[src/rtl/usb_sig_pkg.sv]
// Package: constants and types for the bus signaling and interrupt block
// Summary of operation
// - Cancel withdraws pending unissued IN request
// - Status IN only on endpoint zero; interrupts
// - Host reset drives bus reset while requested
// - Device resume leaves suspend, remote wake
// - Host resume signals; release finishes resume
// - Host reports speed: low, full, high, unknown
// - Host suspend command suspends the bus
// - Per-source enable mask for control interrupts
// - Separate enable mask for endpoint interrupts
// - Enabled sources combine into one interrupt
// - Control status read returns and clears all
// - Host flags bus power error
// - Host flags attach and detach separately
// - Host flags device overrunning frame end
// - Host flags external supply fault
// - Device flags bus reset, sleep, session end
// - OTG flags session start, cable role done
// - Any mode flags frame start and wake
// - Endpoint status read returns and clears all
package usb_sig_pkg;

	// ************************************************************
	// Control flag positions
	// ************************************************************
	localparam int CTRL_W = 13;
	localparam int BUS_POWER_ERROR_BIT = 0;
	localparam int SESSION_START_BIT = 1;
	localparam int SESSION_END_BIT = 2;
	localparam int DETACH_BIT = 3;
	localparam int ATTACH_BIT = 4;
	localparam int FRAME_START_BIT = 5;
	localparam int OVERRUN_FRAME_BIT = 6;
	localparam int BUS_RESET_SEEN_BIT = 7;
	localparam int WAKE_SEEN_BIT = 8;
	localparam int SLEEP_SEEN_BIT = 9;
	localparam int CABLE_ROLE_DONE_BIT = 10;
	localparam int SUPPLY_FAULT_BIT = 11;
	localparam int STATUS_DONE_BIT = 12;
	localparam logic [CTRL_W-1:0] CONTROL_IRQ_FULL_MASK = 13'h1FFF;
	localparam logic [CTRL_W-1:0] CTRL_RESET_VAL = 13'h0000;

	// Operating modes
	typedef enum logic [1:0] {
		MODE_DEVICE = 2'b00,
		MODE_HOST = 2'b01,
		MODE_OTG = 2'b10
	} op_mode_t;

	// Attached device speed codes
	typedef enum logic [1:0] {
		SPEED_LOW = 2'b00,
		SPEED_FULL = 2'b01,
		SPEED_HIGH = 2'b10,
		SPEED_UNKNOWN_CODE = 2'b11
	} speed_t;

	// Bus signaling state
	typedef enum logic [2:0] {
		SIG_IDLE = 3'b000,
		SIG_RESET = 3'b001,
		SIG_SUSPEND = 3'b010,
		SIG_RESUME = 3'b011,
		SIG_WAKE = 3'b100
	} sig_state_t;

	// Drive outputs toward the transceiver
	typedef struct packed {
		logic drive_reset;
		logic drive_resume;
		logic suspended;
	} line_drive_t;

	// Bus-side event strobes
	typedef struct packed {
		logic bus_power_error;
		logic session_start;
		logic session_end;
		logic detach;
		logic attach;
		logic frame_start;
		logic overrun_frame;
		logic bus_reset_seen;
		logic wake_seen;
		logic sleep_seen;
		logic cable_role_done;
		logic supply_fault;
		logic status_rcvd;
	} bus_events_t;

	// Timing figures in ms and derived cycles at 100 MHz
	localparam int CLK_KHZ = 100000;
	localparam int HOST_RESET_MIN_MS = 20;
	localparam int HOST_RESET_MIN_CYC = HOST_RESET_MIN_MS * CLK_KHZ;
	localparam int WAKE_MIN_MS = 10;
	localparam int WAKE_MAX_MS = 15;
	localparam int WAKE_MIN_CYC = WAKE_MIN_MS * CLK_KHZ;
	localparam int WAKE_MAX_CYC = WAKE_MAX_MS * CLK_KHZ;
	localparam int HOST_RESUME_MIN_MS = 20;
	localparam int HOST_RESUME_MIN_CYC = HOST_RESUME_MIN_MS * CLK_KHZ;

endpackage : usb_sig_pkg

[src/rtl/usb_sig_ctrl.sv]
// Module: host/device bus signaling control and interrupt reporting
`timescale 1ns/1ps
`default_nettype none
module usb_sig_ctrl
	import usb_sig_pkg::*;
#(
	parameter int EP_NUM = 16, // Endpoints including zero
	parameter int EP_W = 32, // Endpoint flag word width
	parameter int WAKE_MAX_CYCLES = WAKE_MAX_CYC // Remote-wake cutoff
) (
	input wire logic core_clk_in, // 100 MHz clock
	input wire logic rst_n_in, // Async reset, low
	input wire op_mode_t mode_in, // Operating mode
	input wire logic in_req_in, // Schedule IN pulse
	input wire logic in_cancel_in, // Cancel IN pulse
	input wire logic [3:0] in_ep_in, // Endpoint for IN req/cancel
	input wire logic in_issued_in, // Link issued pending IN
	input wire logic [3:0] in_issued_ep_in, // Endpoint issued
	input wire logic status_req_in, // Status IN on ep0 pulse
	input wire logic status_issued_in, // Link issued status IN
	input wire logic signal_drive_request_in, // Start/stop level
	input wire logic reset_cmd_in, // Reset request strobe
	input wire logic resume_cmd_in, // Resume request strobe
	input wire logic suspend_cmd_in, // Suspend command pulse
	input wire speed_t line_speed_in, // Detected line speed
	input wire logic attached_in, // Device attached level
	input wire bus_events_t events_in, // Bus event pulses
	input wire logic [EP_W-1:0] endpoint_irq_flags_in, // EP events
	input wire logic [CTRL_W-1:0] ctrl_en_set_in, // Enable set bits
	input wire logic [CTRL_W-1:0] ctrl_en_clr_in, // Enable clr bits
	input wire logic [EP_W-1:0] ep_en_set_in, // EP enable set
	input wire logic [EP_W-1:0] ep_en_clr_in, // EP enable clr
	input wire logic ctrl_status_rd_in, // Control status read
	input wire logic ep_status_rd_in, // Endpoint status read
	output logic [EP_NUM-1:0] in_pending_out, // Pending IN per ep
	output logic status_pending_out, // Status IN pending
	output line_drive_t line_drive_out, // Line signaling
	output speed_t speed_out, // Attached speed code
	output logic [CTRL_W-1:0] ctrl_en_out, // Control enable mask
	output logic [EP_W-1:0] ep_en_out, // Endpoint enable mask
	output logic [CTRL_W-1:0] ctrl_status_out, // Read data, control
	output logic [EP_W-1:0] ep_status_out, // Read data, endpoint
	output logic irq_out // Combined interrupt
);

	// ************************************************************
	// IN request scheduling
	// ************************************************************
	logic [EP_NUM-1:0] in_pend_r, in_pend_nxt; // Pending IN requests
	logic stat_pend_r, stat_pend_nxt; // Status IN pending
	logic is_host; // Host mode decode

	// Mode decode used in several places
	function automatic logic host_mode(input op_mode_t m);
		host_mode = (m == MODE_HOST);
	endfunction : host_mode

	assign is_host = host_mode(mode_in);

	// Cancel beats a same-cycle schedule so reconfiguration is safe
	always_comb begin
		in_pend_nxt = in_pend_r;
		if (in_issued_in) begin
			in_pend_nxt[in_issued_ep_in] = 1'b0; // Issued leaves queue
		end
		if (is_host && in_req_in) begin
			in_pend_nxt[in_ep_in] = 1'b1;
		end
		if (is_host && in_cancel_in) begin
			in_pend_nxt[in_ep_in] = 1'b0;
		end
		stat_pend_nxt = stat_pend_r;
		if (status_issued_in) begin
			stat_pend_nxt = 1'b0;
		end
		if (is_host && status_req_in) begin
			stat_pend_nxt = 1'b1; // Endpoint zero only
		end
	end

	// Register IN scheduling state
	always_ff @(posedge core_clk_in or negedge rst_n_in) begin
		if (!rst_n_in) begin
			in_pend_r <= '0;
			stat_pend_r <= 1'b0;
		end else begin
			in_pend_r <= in_pend_nxt;
			stat_pend_r <= stat_pend_nxt;
		end
	end

	assign in_pending_out = in_pend_r;
	assign status_pending_out = stat_pend_r;

	// ************************************************************
	// Bus signaling state machine
	// ************************************************************
	sig_state_t sig_r, sig_nxt; // Signaling state
	logic [23:0] wake_cnt_r, wake_cnt_nxt; // Remote-wake duration

	// Software times the hold; the block only follows the request.
	// Remote wake is cut off at the maximum as a guard.
	always_comb begin
		sig_nxt = sig_r;
		wake_cnt_nxt = '0;
		unique case (sig_r)
			SIG_IDLE, SIG_SUSPEND: begin
				if (is_host && reset_cmd_in && signal_drive_request_in) begin
					sig_nxt = SIG_RESET;
				end else if (resume_cmd_in && signal_drive_request_in) begin
					sig_nxt = is_host ? SIG_RESUME : SIG_WAKE;
				end else if (is_host && suspend_cmd_in) begin
					sig_nxt = SIG_SUSPEND;
				end
			end
			SIG_RESET: begin
				if (reset_cmd_in && !signal_drive_request_in) begin
					sig_nxt = SIG_IDLE; // End reset
				end
			end
			SIG_RESUME: begin
				if (resume_cmd_in && !signal_drive_request_in) begin
					sig_nxt = SIG_IDLE; // Finish resume
				end
			end
			SIG_WAKE: begin
				wake_cnt_nxt = wake_cnt_r + 24'h000001;
				if ((resume_cmd_in && !signal_drive_request_in) ||
				    (32'(wake_cnt_r) >= WAKE_MAX_CYCLES)) begin
					sig_nxt = SIG_IDLE;
				end
			end
			default: begin
				sig_nxt = SIG_IDLE; // Illegal code recovers
			end
		endcase
	end

	// Register signaling state
	always_ff @(posedge core_clk_in or negedge rst_n_in) begin
		if (!rst_n_in) begin
			sig_r <= SIG_IDLE;
			wake_cnt_r <= '0;
		end else begin
			sig_r <= sig_nxt;
			wake_cnt_r <= wake_cnt_nxt;
		end
	end

	assign line_drive_out.drive_reset = (sig_r == SIG_RESET);
	assign line_drive_out.drive_resume = (sig_r == SIG_RESUME) ||
	                                     (sig_r == SIG_WAKE);
	assign line_drive_out.suspended = (sig_r == SIG_SUSPEND);

	// ************************************************************
	// Speed report
	// ************************************************************
	speed_t speed_r, speed_nxt; // Reported speed

	// Unknown when not host or nothing attached
	always_comb begin
		speed_nxt = (is_host && attached_in) ? line_speed_in :
		            SPEED_UNKNOWN_CODE;
	end

	// Register speed
	always_ff @(posedge core_clk_in or negedge rst_n_in) begin
		if (!rst_n_in) begin
			speed_r <= SPEED_UNKNOWN_CODE;
		end else begin
			speed_r <= speed_nxt;
		end
	end

	assign speed_out = speed_r;

	// ************************************************************
	// Interrupt status and masks
	// ************************************************************
	logic [CTRL_W-1:0] cst_r, cst_nxt; // Control status
	logic [CTRL_W-1:0] cen_r, cen_nxt; // Control enables
	logic [EP_W-1:0] est_r, est_nxt; // Endpoint status
	logic [EP_W-1:0] een_r, een_nxt; // Endpoint enables
	logic [CTRL_W-1:0] cset; // Control set terms
	logic [CTRL_W-1:0] crd_r, crd_nxt; // Control read data
	logic [EP_W-1:0] erd_r, erd_nxt; // Endpoint read data
	logic irq_nxt; // Combined interrupt, next value

	// Event sources, mode-qualified except frame start and wake
	always_comb begin
		cset = '0;
		cset[BUS_POWER_ERROR_BIT] = is_host && events_in.bus_power_error;
		cset[ATTACH_BIT] = is_host && events_in.attach;
		cset[DETACH_BIT] = is_host && events_in.detach;
		cset[OVERRUN_FRAME_BIT] = is_host && events_in.overrun_frame;
		cset[SUPPLY_FAULT_BIT] = is_host && events_in.supply_fault;
		cset[BUS_RESET_SEEN_BIT] = (mode_in == MODE_DEVICE) &&
		                           events_in.bus_reset_seen;
		cset[SLEEP_SEEN_BIT] = (mode_in == MODE_DEVICE) &&
		                       events_in.sleep_seen;
		cset[SESSION_END_BIT] = (mode_in == MODE_DEVICE) &&
		                        events_in.session_end;
		cset[SESSION_START_BIT] = (mode_in == MODE_OTG) &&
		                          events_in.session_start;
		cset[CABLE_ROLE_DONE_BIT] = (mode_in == MODE_OTG) &&
		                            events_in.cable_role_done;
		cset[FRAME_START_BIT] = events_in.frame_start;
		cset[WAKE_SEEN_BIT] = events_in.wake_seen;
		cset[STATUS_DONE_BIT] = is_host && events_in.status_rcvd;
	end

	// Read returns and clears; a same-cycle event survives the clear
	always_comb begin
		cen_nxt = (cen_r | ctrl_en_set_in) & ~ctrl_en_clr_in;
		een_nxt = (een_r | ep_en_set_in) & ~ep_en_clr_in;
		crd_nxt = ctrl_status_rd_in ? cst_r : crd_r;
		erd_nxt = ep_status_rd_in ? est_r : erd_r;
		cst_nxt = (ctrl_status_rd_in ? CTRL_RESET_VAL : cst_r) | cset;
		est_nxt = (ep_status_rd_in ? '0 : est_r) |
		          endpoint_irq_flags_in;
		// Built from next values so the line rises with its flag
		irq_nxt = |(cst_nxt & cen_nxt & CONTROL_IRQ_FULL_MASK) ||
		          |(est_nxt & een_nxt);
	end

	// Register interrupt state
	always_ff @(posedge core_clk_in or negedge rst_n_in) begin
		if (!rst_n_in) begin
			cst_r <= CTRL_RESET_VAL;
			cen_r <= CTRL_RESET_VAL;
			est_r <= '0;
			een_r <= '0;
			crd_r <= CTRL_RESET_VAL;
			erd_r <= '0;
			irq_out <= 1'b0;
		end else begin
			cst_r <= cst_nxt;
			cen_r <= cen_nxt;
			est_r <= est_nxt;
			een_r <= een_nxt;
			crd_r <= crd_nxt;
			erd_r <= erd_nxt;
			irq_out <= irq_nxt;
		end
	end

	assign ctrl_en_out = cen_r;
	assign ep_en_out = een_r;
	assign ctrl_status_out = crd_r;
	assign ep_status_out = erd_r;
endmodule : usb_sig_ctrl
`default_nettype wire

[config.mk]
export PLATFORM = sky130hd
export DESIGN_NAME = usb_sig_ctrl
export DESIGN_NICKNAME = d
export VERILOG_FILES = /design/src/rtl/usb_sig_pkg.sv /design/src/rtl/usb_sig_ctrl.sv
export SDC_FILE = /design/constraint.sdc
export NUM_CORES = 1
export LEC_CHECK = 0
export CAP_MARGIN = 20
export CORE_UTILIZATION = 60
export CTS_BUF_LIST = sky130_fd_sc_hd__clkbuf_4
export DETAILED_ROUTE_END_ITERATION = 12
export DONT_BUFFER_PORTS = 1
export PLACE_DENSITY = 0.79
export SETUP_SLACK_MARGIN = 0.15
export SLEW_MARGIN = 40
export SYNTH_ARGS = -nofsm -noshare
export SYNTH_HDL_FRONTEND = slang
export SYNTH_SLANG_ARGS = --single-unit
export TNS_END_PERCENT = 50
[constraint.sdc]
create_clock -name core_clk_in -period 2.34 [get_ports core_clk_in]
set_clock_uncertainty 0.2 [all_clocks]
set_input_delay 0.351 -clock core_clk_in [delete_from_list [all_inputs] [get_ports core_clk_in]]
set_output_delay 0.351 -clock core_clk_in [all_outputs]
set_load 0.1 [all_outputs]
==> qor.txt, run 1 <==
Library cells used by synthesis -> 55
First error -> [ERROR RSZ-0060] Max buffer count reached.
Synth warn -> 0
Syn Inst Count -> 648
CTS Buffer Depth -> 2
RePlAce Congestion -> 0.857
EDFF count, synth -> 0
Clock root cell -> clkbuf_4
Sequential fraction of the synthesis area -> 0.595
H-tree levels -> 4
Cell area after synthesis -> 7650 sq um
DP HPWL -> 13,300 microns
Synth Area per Inst -> 11.8 sq um
Num CTS Buffers -> 17
Die Y -> 115 microns
Syn Nets -> 811
FP Rows -> 40
DP Area -> 8370 sq um
DIE WIDTH -> 115 microns
TritonCTS sink count -> 182
Predominant post-synthesis flop cell -> dfrtp_1
Post-CTS Resized -> 2
Flops & latches, synth -> 182
Initial Utilization -> 0.627
Run status -> did not finish
# Post-CTS Setup Buffers -> 2
Failed at -> 4_1_cts
Hold Buf Count CTS -> 182
Async SR Flop Fraction -> 1.00
PortBufs -> 0
# IOs -> 274
Placed Cells -> 867
[cells by family after synthesis]
logic type,after synthesis,share of synthesized area
and+or+nand+nor,238,0.168
DFF,182,0.595
AOI/OAI and AO/OA,128,0.123
muxes,48,0.0701
buffers and inverters,29,0.0162
xor gates and xnor gates,21,0.0240
adders and majority gates,2,0.00327
[synthesized netlist by cell type (all sizes together), types with 5 or more instances]
library cell	n	area (sq um)
o21ba	31	310
nor2b	33	206
nand4	18	113
a22oi	17	128
nand3	7	35.0
nor3	5	41.3
o21ai	50	250
mux2	45	507
nand2b	7	43.8
a22o	10	87.6
nand2	44	165
buf	14	67.6
xor2	17	149
nor2	64	243
nand3b	5	50.1
inv	12	45.0
or2	32	200
dfrtp	180	4500
[through the flow]
step / setup TNS, ns / setup WS, ns
after floorplan: -0.172 / -0.135
after global placement: 0 / 0.103
after detailed placement: 0 / 0.106
==> inputs of run 2 (changes only) <==
CORE_UTILIZATION = 40   (was 60)
CTS_BUF_LIST = unset   (was sky130_fd_sc_hd__clkbuf_4)
PLACE_DENSITY = unset   (was 0.79)
PLACE_DENSITY_LB_ADDON = 0.15   (was unset)
SETUP_SLACK_MARGIN = unset   (was 0.15)
==> run 2 against run 1 <==
Net effect:
- the flow now finishes, with violations (negative hold slack)
- synthesized cell count did not move
- area after synthesis unchanged
==> qor.txt, run 2 <==
Reg-to-Reg Start -> sig_r[0]
Clock share of power -> 0.321
Min Hold Slack -> -0.586 ns
Wire length of the first global-routing pass -> 34,500 microns
Syn Inst Count -> 648 (unchanged)
CP arrival -> 2.42 ns
Flop-to-flop setup slack -> 0.09 ns
PortBufs -> 0 (unchanged)
Gate power share -> 0.218
Synth Area in Adders -> 0.00327 (unchanged)
Most numerous cell in the Yosys netlist -> dfrtp_1 (unchanged)
Initial Utilization -> 0.409 (was 0.627)
Syn Nets -> 811 (unchanged)
Internal power -> 5.81 mW
Final setup vio count -> 0
Buf/Inv on CP -> 1
Vias -> 6,145
Pwr Density -> 829 nW/um^2
Setup tns final -> 0 ns
Max-Cap Viols -> 0
Psw -> 3.35 mW
Final std cells w/o fill -> 1,164
Design Power -> 9.17 mW
Failing checks -> negative hold slack
Area Growth Syn to Fin -> 44.4%
Synth area leader -> dfrtp_1 (unchanged)
Worst Path Max Fanout -> 4
Top cells by area, synth -> dfrtp_1 59%, mux2_2 6.6%, o21ba_2 4.1% (unchanged)
Num CTS Buffers -> 17 (unchanged)
Final core utilization -> 0.591
Sequential fraction of the synthesis area -> 0.595 (unchanged)
CP endpoint kind -> flop
Core Area -> 18,700 sq um
Slew HR -> 0.407
CP top delay family -> simple AND/OR/NAND/NOR gates
FP Rows -> 50 (was 40)
Worst skew pair latency -> 0.43 ns
CP required -> 2.51 ns
Leak Pwr -> 4.76 nW
EDFF count, synth -> 0 (unchanged)
VDD IR max -> 0.492 mV
Commonest non-fill, non-tap cell in the layout -> dlygate4sd3_1
Mux share of post-synthesis cell area -> 0.0701 (unchanged)
Die Y -> 140 microns (was 115 microns)
Placed Cells -> 937 (was 867)
Worst Tran Pin Value -> 0.890 ns
Max Fclk -> 444 MHz
Total GRT Usage -> 0.228
DP HPWL -> 13,300 microns (about the same)
Async SR Flop Fraction -> 1.00 (unchanged)
Synth top area share -> 0.589 (unchanged)
CTS tree -> built
Drt pass-1 iters -> 5
RSZ-0062 raised after global routing -> no
Main combinational cell family by area after synthesis -> simple AND/OR/NAND/NOR gates (unchanged)
Post-Synth Simple-Gate Area -> 0.168 (unchanged)
Crit path launch type -> flop
Synth warn -> 0 (unchanged)
Clock root cell -> clkbuf_16 (was clkbuf_4)
Flops & latches, synth -> 182 (unchanged)
Tightest Hold Check Type -> input pin to asynchronous set/reset pin
Post-Route WL -> 21,600 microns
Final slew viol count -> 0
Switching share of power -> 0.366
Number of vias per cell -> 5.28
Commonest non-fill, non-tap cells in the layout -> 190 x dlygate4sd3_1, 139 x dfrtp_1, 71 x buf_4, 61 x nor2_1, 45 x mux2_2
Predominant post-synthesis flop cell -> dfrtp_1 (unchanged)
Compound-cell area share of the yosys netlist -> 0.123 (unchanged)
CTS Buffer Depth -> 2 (unchanged)
Reg2Reg Depth -> 5
Library cells used by synthesis -> 55 (unchanged)
Synth Area per Inst -> 11.8 sq um (unchanged)
Cell area after synthesis -> 7650 sq um (unchanged)
DIE WIDTH -> 140 microns (was 115 microns)
Crit Path Class -> flop to flop
Critical path cell sequence -> or3b_1, nand3b_4, a221oi_4, a41o_1, dlygate4sd3_1
Final Hold Vio Count -> 184
Initial antenna violation count -> 3
RePlAce Congestion -> 0.782 (was 0.857)
Final period demand of the worst path -> 2.25 ns
Synth top cells by count -> 180 x dfrtp_1, 63 x nor2_1, 45 x mux2_2 (unchanged)
Fin crit share -> 0.963
Run status -> finished with violations (was did not finish)
Post-Synth XOR/XNOR Area -> 0.0240 (unchanged)
Sequential power share -> 0.462
TritonCTS sink count -> 182 (unchanged)
WL per Instance -> 18.6 microns
Die area -> 19,700 sq um
Total congestion overflow -> 0
Clk slew on worst S/H paths -> 0.07 ns
Largest net degree at the start of global routing -> 183
Crit-path max cell delay -> 0.55 ns
Hold Buf Count CTS -> 193 (was 182)
H-tree levels -> 4 (unchanged)
Critical-path top delay cell -> dlygate4sd3_1
First DRT Iteration DRCs -> 314
Worst r2r dst -> sig_r[2]
DRC violations left -> 0
# IOs -> 274 (unchanged)
Post-route ant nets -> 0
Final net count -> 1,077
Share of post-route cells with drive strength above 1 -> 0.290
Vias in the first global route -> 6,545
-- run 2: cell counts after synthesis --
Identical to the previous run, type by type.
-- run 2: cells by family (layout without fill, tap and decap cells) --
kind of cell / after synthesis / count (layout)
compound gates: 128 / 128
xor+xnor: 21 / 21
fa+ha+maj: 2 / 2
buf+inv: 29 / 308
flops: 182 / 182
mux: 48 / 48
other cells: 0 / 3
simple gates: 238 / 238
-- run 2: cell type report --
cell class / count / area, sq um
fillers: 1454 / 7660
flip-flops and latches: 182 / 4610
multi-input cells: 437 / 3000
repair buffers: 264 / 2490
clock buffers: 18 / 429
well taps: 234 / 293
clock inverters: 14 / 175
inverters: 12 / 45.0
diodes: 3 / 7.51
-- run 2: how the worst max path moves through the flow --
| stage | from | end | slack [ns] | cells past startpoint |
|---|---|---|---|---|
| 3_3_place_gp | ep_en_out[29] | irq_out | 0.36 | 6 |
| 3_5_place_dp | ep_en_out[29] | irq_out | 0.34 | 6 |
| 6_report | sig_r[0] | sig_r[2] | 0.09 | 5 |
| 5_1_grt | sig_r[0] | sig_r[0] | 0.002 | 5 |
| 4_1_cts | ctrl_status_rd_in | irq_out | 0.02 | 6 |
| 2_1_floorplan | sig_r[2] | line_drive_out[1] | -0.13 | 2 |
-- run 2: per-stage QoR --
step / cell area [sq um] / setup slack (ns)
after floorplan: 7660 / -0.135
after global placement: 8440 / 0.357
after detailed placement: 8480 / 0.343
after CTS: 11000 / 0.0218
after global routing: 11000 / 0.00180
final: 11000 / 0.0860
-- run 2: repair_timing --
action                                  in CTS  in global routing
endpoints found under the setup margin       0                  4
gates resized for setup                      0                  3
buffers inserted                             0                  0
hold endpoints to repair                   338                182
-- run 2: power groups by stage --
stage	sequential, mW	combinational [mW]	clock (mW)
after floorplan	4.92	0.608	0
after global placement	4.25	1.63	0
after detailed placement	4.28	1.65	0
after CTS	4.22	1.98	3.01
after global routing	4.26	2.09	3.14
final	4.23	2.00	2.94
-- run 2: routing by layer --
layer,global-route usage,up-vias,wire length (microns)
met2,0.398,232,11200
met3,0.0684,34,1530
met5,0,-,0
met4,0.0879,0,428
li1,-,2807,-
met1,0.264,3072,8470
No activity file was read; power rests on OpenSTA's default activity.
==> inputs of run 3 (changes only) <==
ABC_AREA = 0   (was unset)
GPL_TIMING_DRIVEN = 0   (was unset)
clock period = 2.7 ns   (was 2.34 ns; I/O delays follow)
==> run 3 against run 2 <==
Net effect:
- the flow still finishes with violations (negative hold slack)
- total power fell by 11%
- design area is 6.3% lower
- sequential share of layout area is 3.6 points higher
- die area unchanged
==> qor.txt, run 3 (synthesized netlist as in run 2, its figures left out) <==
Area of the multi-input gates -> 3000 sq um (about the same)
Worst Path Max Fanout -> 2 (was 4)
Switching share of power -> 0.348 (was 0.366)
Leak Pwr -> 4.27 nW (was 4.76 nW)
Final setup margin -> 0.296 ns (was 0.0860 ns)
Commonest non-fill, non-tap cells in the layout -> 151 x dlygate4sd3_1, 104 x dfrtp_2, 76 x dfrtp_1, 62 x nor2_1, 45 x mux2_2 (was 190 x dlygate4sd3_1, 139 x dfrtp_1, 71 x buf_4, 61 x nor2_1, 45 x mux2_2)
Die area -> 19,700 sq um (unchanged)
Sequential power share -> 0.527 (was 0.462)
Largest net degree at the start of global routing -> 183 (unchanged)
Worst Tran Pin Value -> 0.895 ns (was 0.890 ns)
Num CTS Buffers -> 17 (unchanged)
Number of vias per cell -> 5.30 (was 5.28)
CTS Buffer Depth -> 2 (unchanged)
CP endpoint kind -> flop (unchanged)
Post-route ant nets -> 0 (unchanged)
Area Growth Syn to Fin -> 35.2% (was 44.4%)
Final period demand of the worst path -> 2.40 ns (was 2.25 ns)
Psw -> 2.85 mW (was 3.35 mW)
Internal power -> 5.34 mW (was 5.81 mW)
DP HPWL -> 13,500 microns (was 13,300 microns)
FP Rows -> 50 (unchanged)
Crit Path Class -> flop to flop (unchanged)
Vias -> 5,650 (was 6,145)
Final setup vio count -> 0 (unchanged)
Post-place setup slack -> -0.0594 ns (was 0.343 ns)
First DRT Iteration DRCs -> 271 (was 314)
Failing checks -> negative hold slack (unchanged)
Max-Cap Viols -> 0 (unchanged)
DIE WIDTH -> 140 microns (unchanged)
Fin crit share -> 0.890 (was 0.963)
WL per Instance -> 19.3 microns (was 18.6 microns)
Wire length of the first global-routing pass -> 32,000 microns (was 34,500 microns)
Met3 routed WL -> 1390 microns (was 1530 microns)
Top sig layer -> met4 (unchanged)
Clock share of power -> 0.365 (was 0.321)
Antenna Cells -> 0 (was 3)
Run status -> finished with violations (unchanged)
Commonest non-fill, non-tap cell in the layout -> dlygate4sd3_1 (unchanged)
TritonCTS sink count -> 182 (unchanged)
Clk slew on worst S/H paths -> 0.07 ns (about the same)
Routed length on met2 -> 10,600 microns (was 11,200 microns)
Initial Utilization -> 0.409 (unchanged)
Final net count -> 982 (was 1,077)
RSZ-0062 raised after global routing -> no (unchanged)
Share of post-route cells with drive strength above 1 -> 0.327 (was 0.290)
Total congestion overflow -> 0 (unchanged)
Final slew viol count -> 0 (unchanged)
Max Fclk -> 416 MHz (was 444 MHz)
CTS tree -> built (unchanged)
# IOs -> 274 (unchanged)
Initial antenna violation count -> 0 (was 3)
H-tree levels -> 4 (unchanged)
Worst r2r dst -> irq_out (was sig_r[2])
Total GRT Usage -> 0.212 (was 0.228)
Drt pass-1 iters -> 5 (unchanged)
Die Y -> 140 microns (unchanged)
CP required -> 2.77 ns (was 2.51 ns)
Reg-to-Reg Start -> ep_en_out[29] (was sig_r[0])
Final Hold Vio Count -> 182 (was 184)
Worst skew pair latency -> 0.42 ns (was 0.43 ns)
Setup tns final -> 0 ns (unchanged)
FF+latch area -> 4690 sq um (was 4610 sq um)
Post-Route WL -> 20,600 microns (was 21,600 microns)
CP arrival -> 2.48 ns (was 2.42 ns)
Min Hold Slack -> -0.528 ns (was -0.586 ns)
Hold Buf Count CTS -> 151 (was 193)
Tightest Hold Check Type -> input pin to asynchronous set/reset pin (unchanged)
Reg2Reg Depth -> 5 (unchanged)
Flop-to-flop setup slack -> 0.30 ns (was 0.09 ns)
Vias in the first global route -> 6,064 (was 6,545)
RePlAce Congestion -> 0.794 (was 0.782)
Slew HR -> 0.403 (was 0.407)
Met1 wire length -> 8280 microns (was 8470 microns)
Layout fillers -> 1,541 (was 1,454)
Clock root cell -> clkbuf_16 (unchanged)
Gate power share -> 0.107 (was 0.218)
DRC violations left -> 0 (unchanged)
VDD IR max -> 0.404 mV (was 0.492 mV)
Final core utilization -> 0.553 (was 0.591)
Crit path launch type -> flop (unchanged)
PortBufs -> 0 (unchanged)
Pwr Density -> 792 nW/um^2 (was 829 nW/um^2)
Core Area -> 18,700 sq um (unchanged)
-- run 3: per-stage QoR --
stage	hold slack, ns	total power, mW	std cells	cell area, sq um
2_1_floorplan	-0.0906	4.79	648	7650
3_3_place_gp	-0.0852	4.94	882	7950
3_5_place_dp	-0.0863	5.03	883	8050
4_1_cts	-0.550	8.23	1066	10300
5_1_grt	-0.553	8.45	1066	10400
6_report	-0.528	8.19	1066	10400
-- run 3: layer usage --
metal | up-vias | global-route usage
met1 | 2831 | 0.246
met2 | 186 | 0.372
met4 | 0 | 0.0775
met3 | 25 | 0.0619
met5 | - | 0
li1 | 2608 | -
-- run 3: timing repair --
item	CTS	global route
resized for setup	1	0
setup endpoints to repair	1	0
buffers inserted	0	0
endpoints found under the hold margin	287	182
-- run 3: power groups by stage --
| stage | combinational [mW] | sequential, mW | clock [mW] |
|---|---|---|---|
| 5_1_grt | 0.948 | 4.35 | 3.15 |
| 3_3_place_gp | 0.611 | 4.32 | 0 |
| 3_5_place_dp | 0.674 | 4.35 | 0 |
| 6_report | 0.878 | 4.32 | 2.99 |
| 4_1_cts | 0.876 | 4.30 | 3.05 |
| 2_1_floorplan | 0.524 | 4.27 | 0 |
-- run 3: worst max-delay path, cell delays in order (launching register included) --
cell and delay [ns]:
dfrtp_2 0.61, o21ba_2 0.30, o21a_1 0.10, a2111o_1 0.45, nor4_2 0.46, nand4_1 0.13
-- run 3: area by class of cell --
class	count	share of cell area
Sequential cell	182	0.453
Multi-Input combinational cell	437	0.290
Timing Repair Buffer	152	0.147
Clock buffer	18	0.0415
Tap cell	234	0.0283
Clock inverter	14	0.0279
Buffer	17	0.00762
Inverter	12	0.00435
-- run 3: worst max-delay path by stage --
stage               slack, ns  depth (start not counted)          start           endpoint
floorplan               -0.37                          2       sig_r[1]  line_drive_out[0]
global placement        -0.47                          2       sig_r[1]  line_drive_out[0]
detailed placement      -0.06                          5  ep_en_out[29]            irq_out
CTS                      0.08                          5  ep_en_out[29]            irq_out
global route             0.22                          5  ep_en_out[29]            irq_out
finish                   0.30                          5  ep_en_out[29]            irq_out
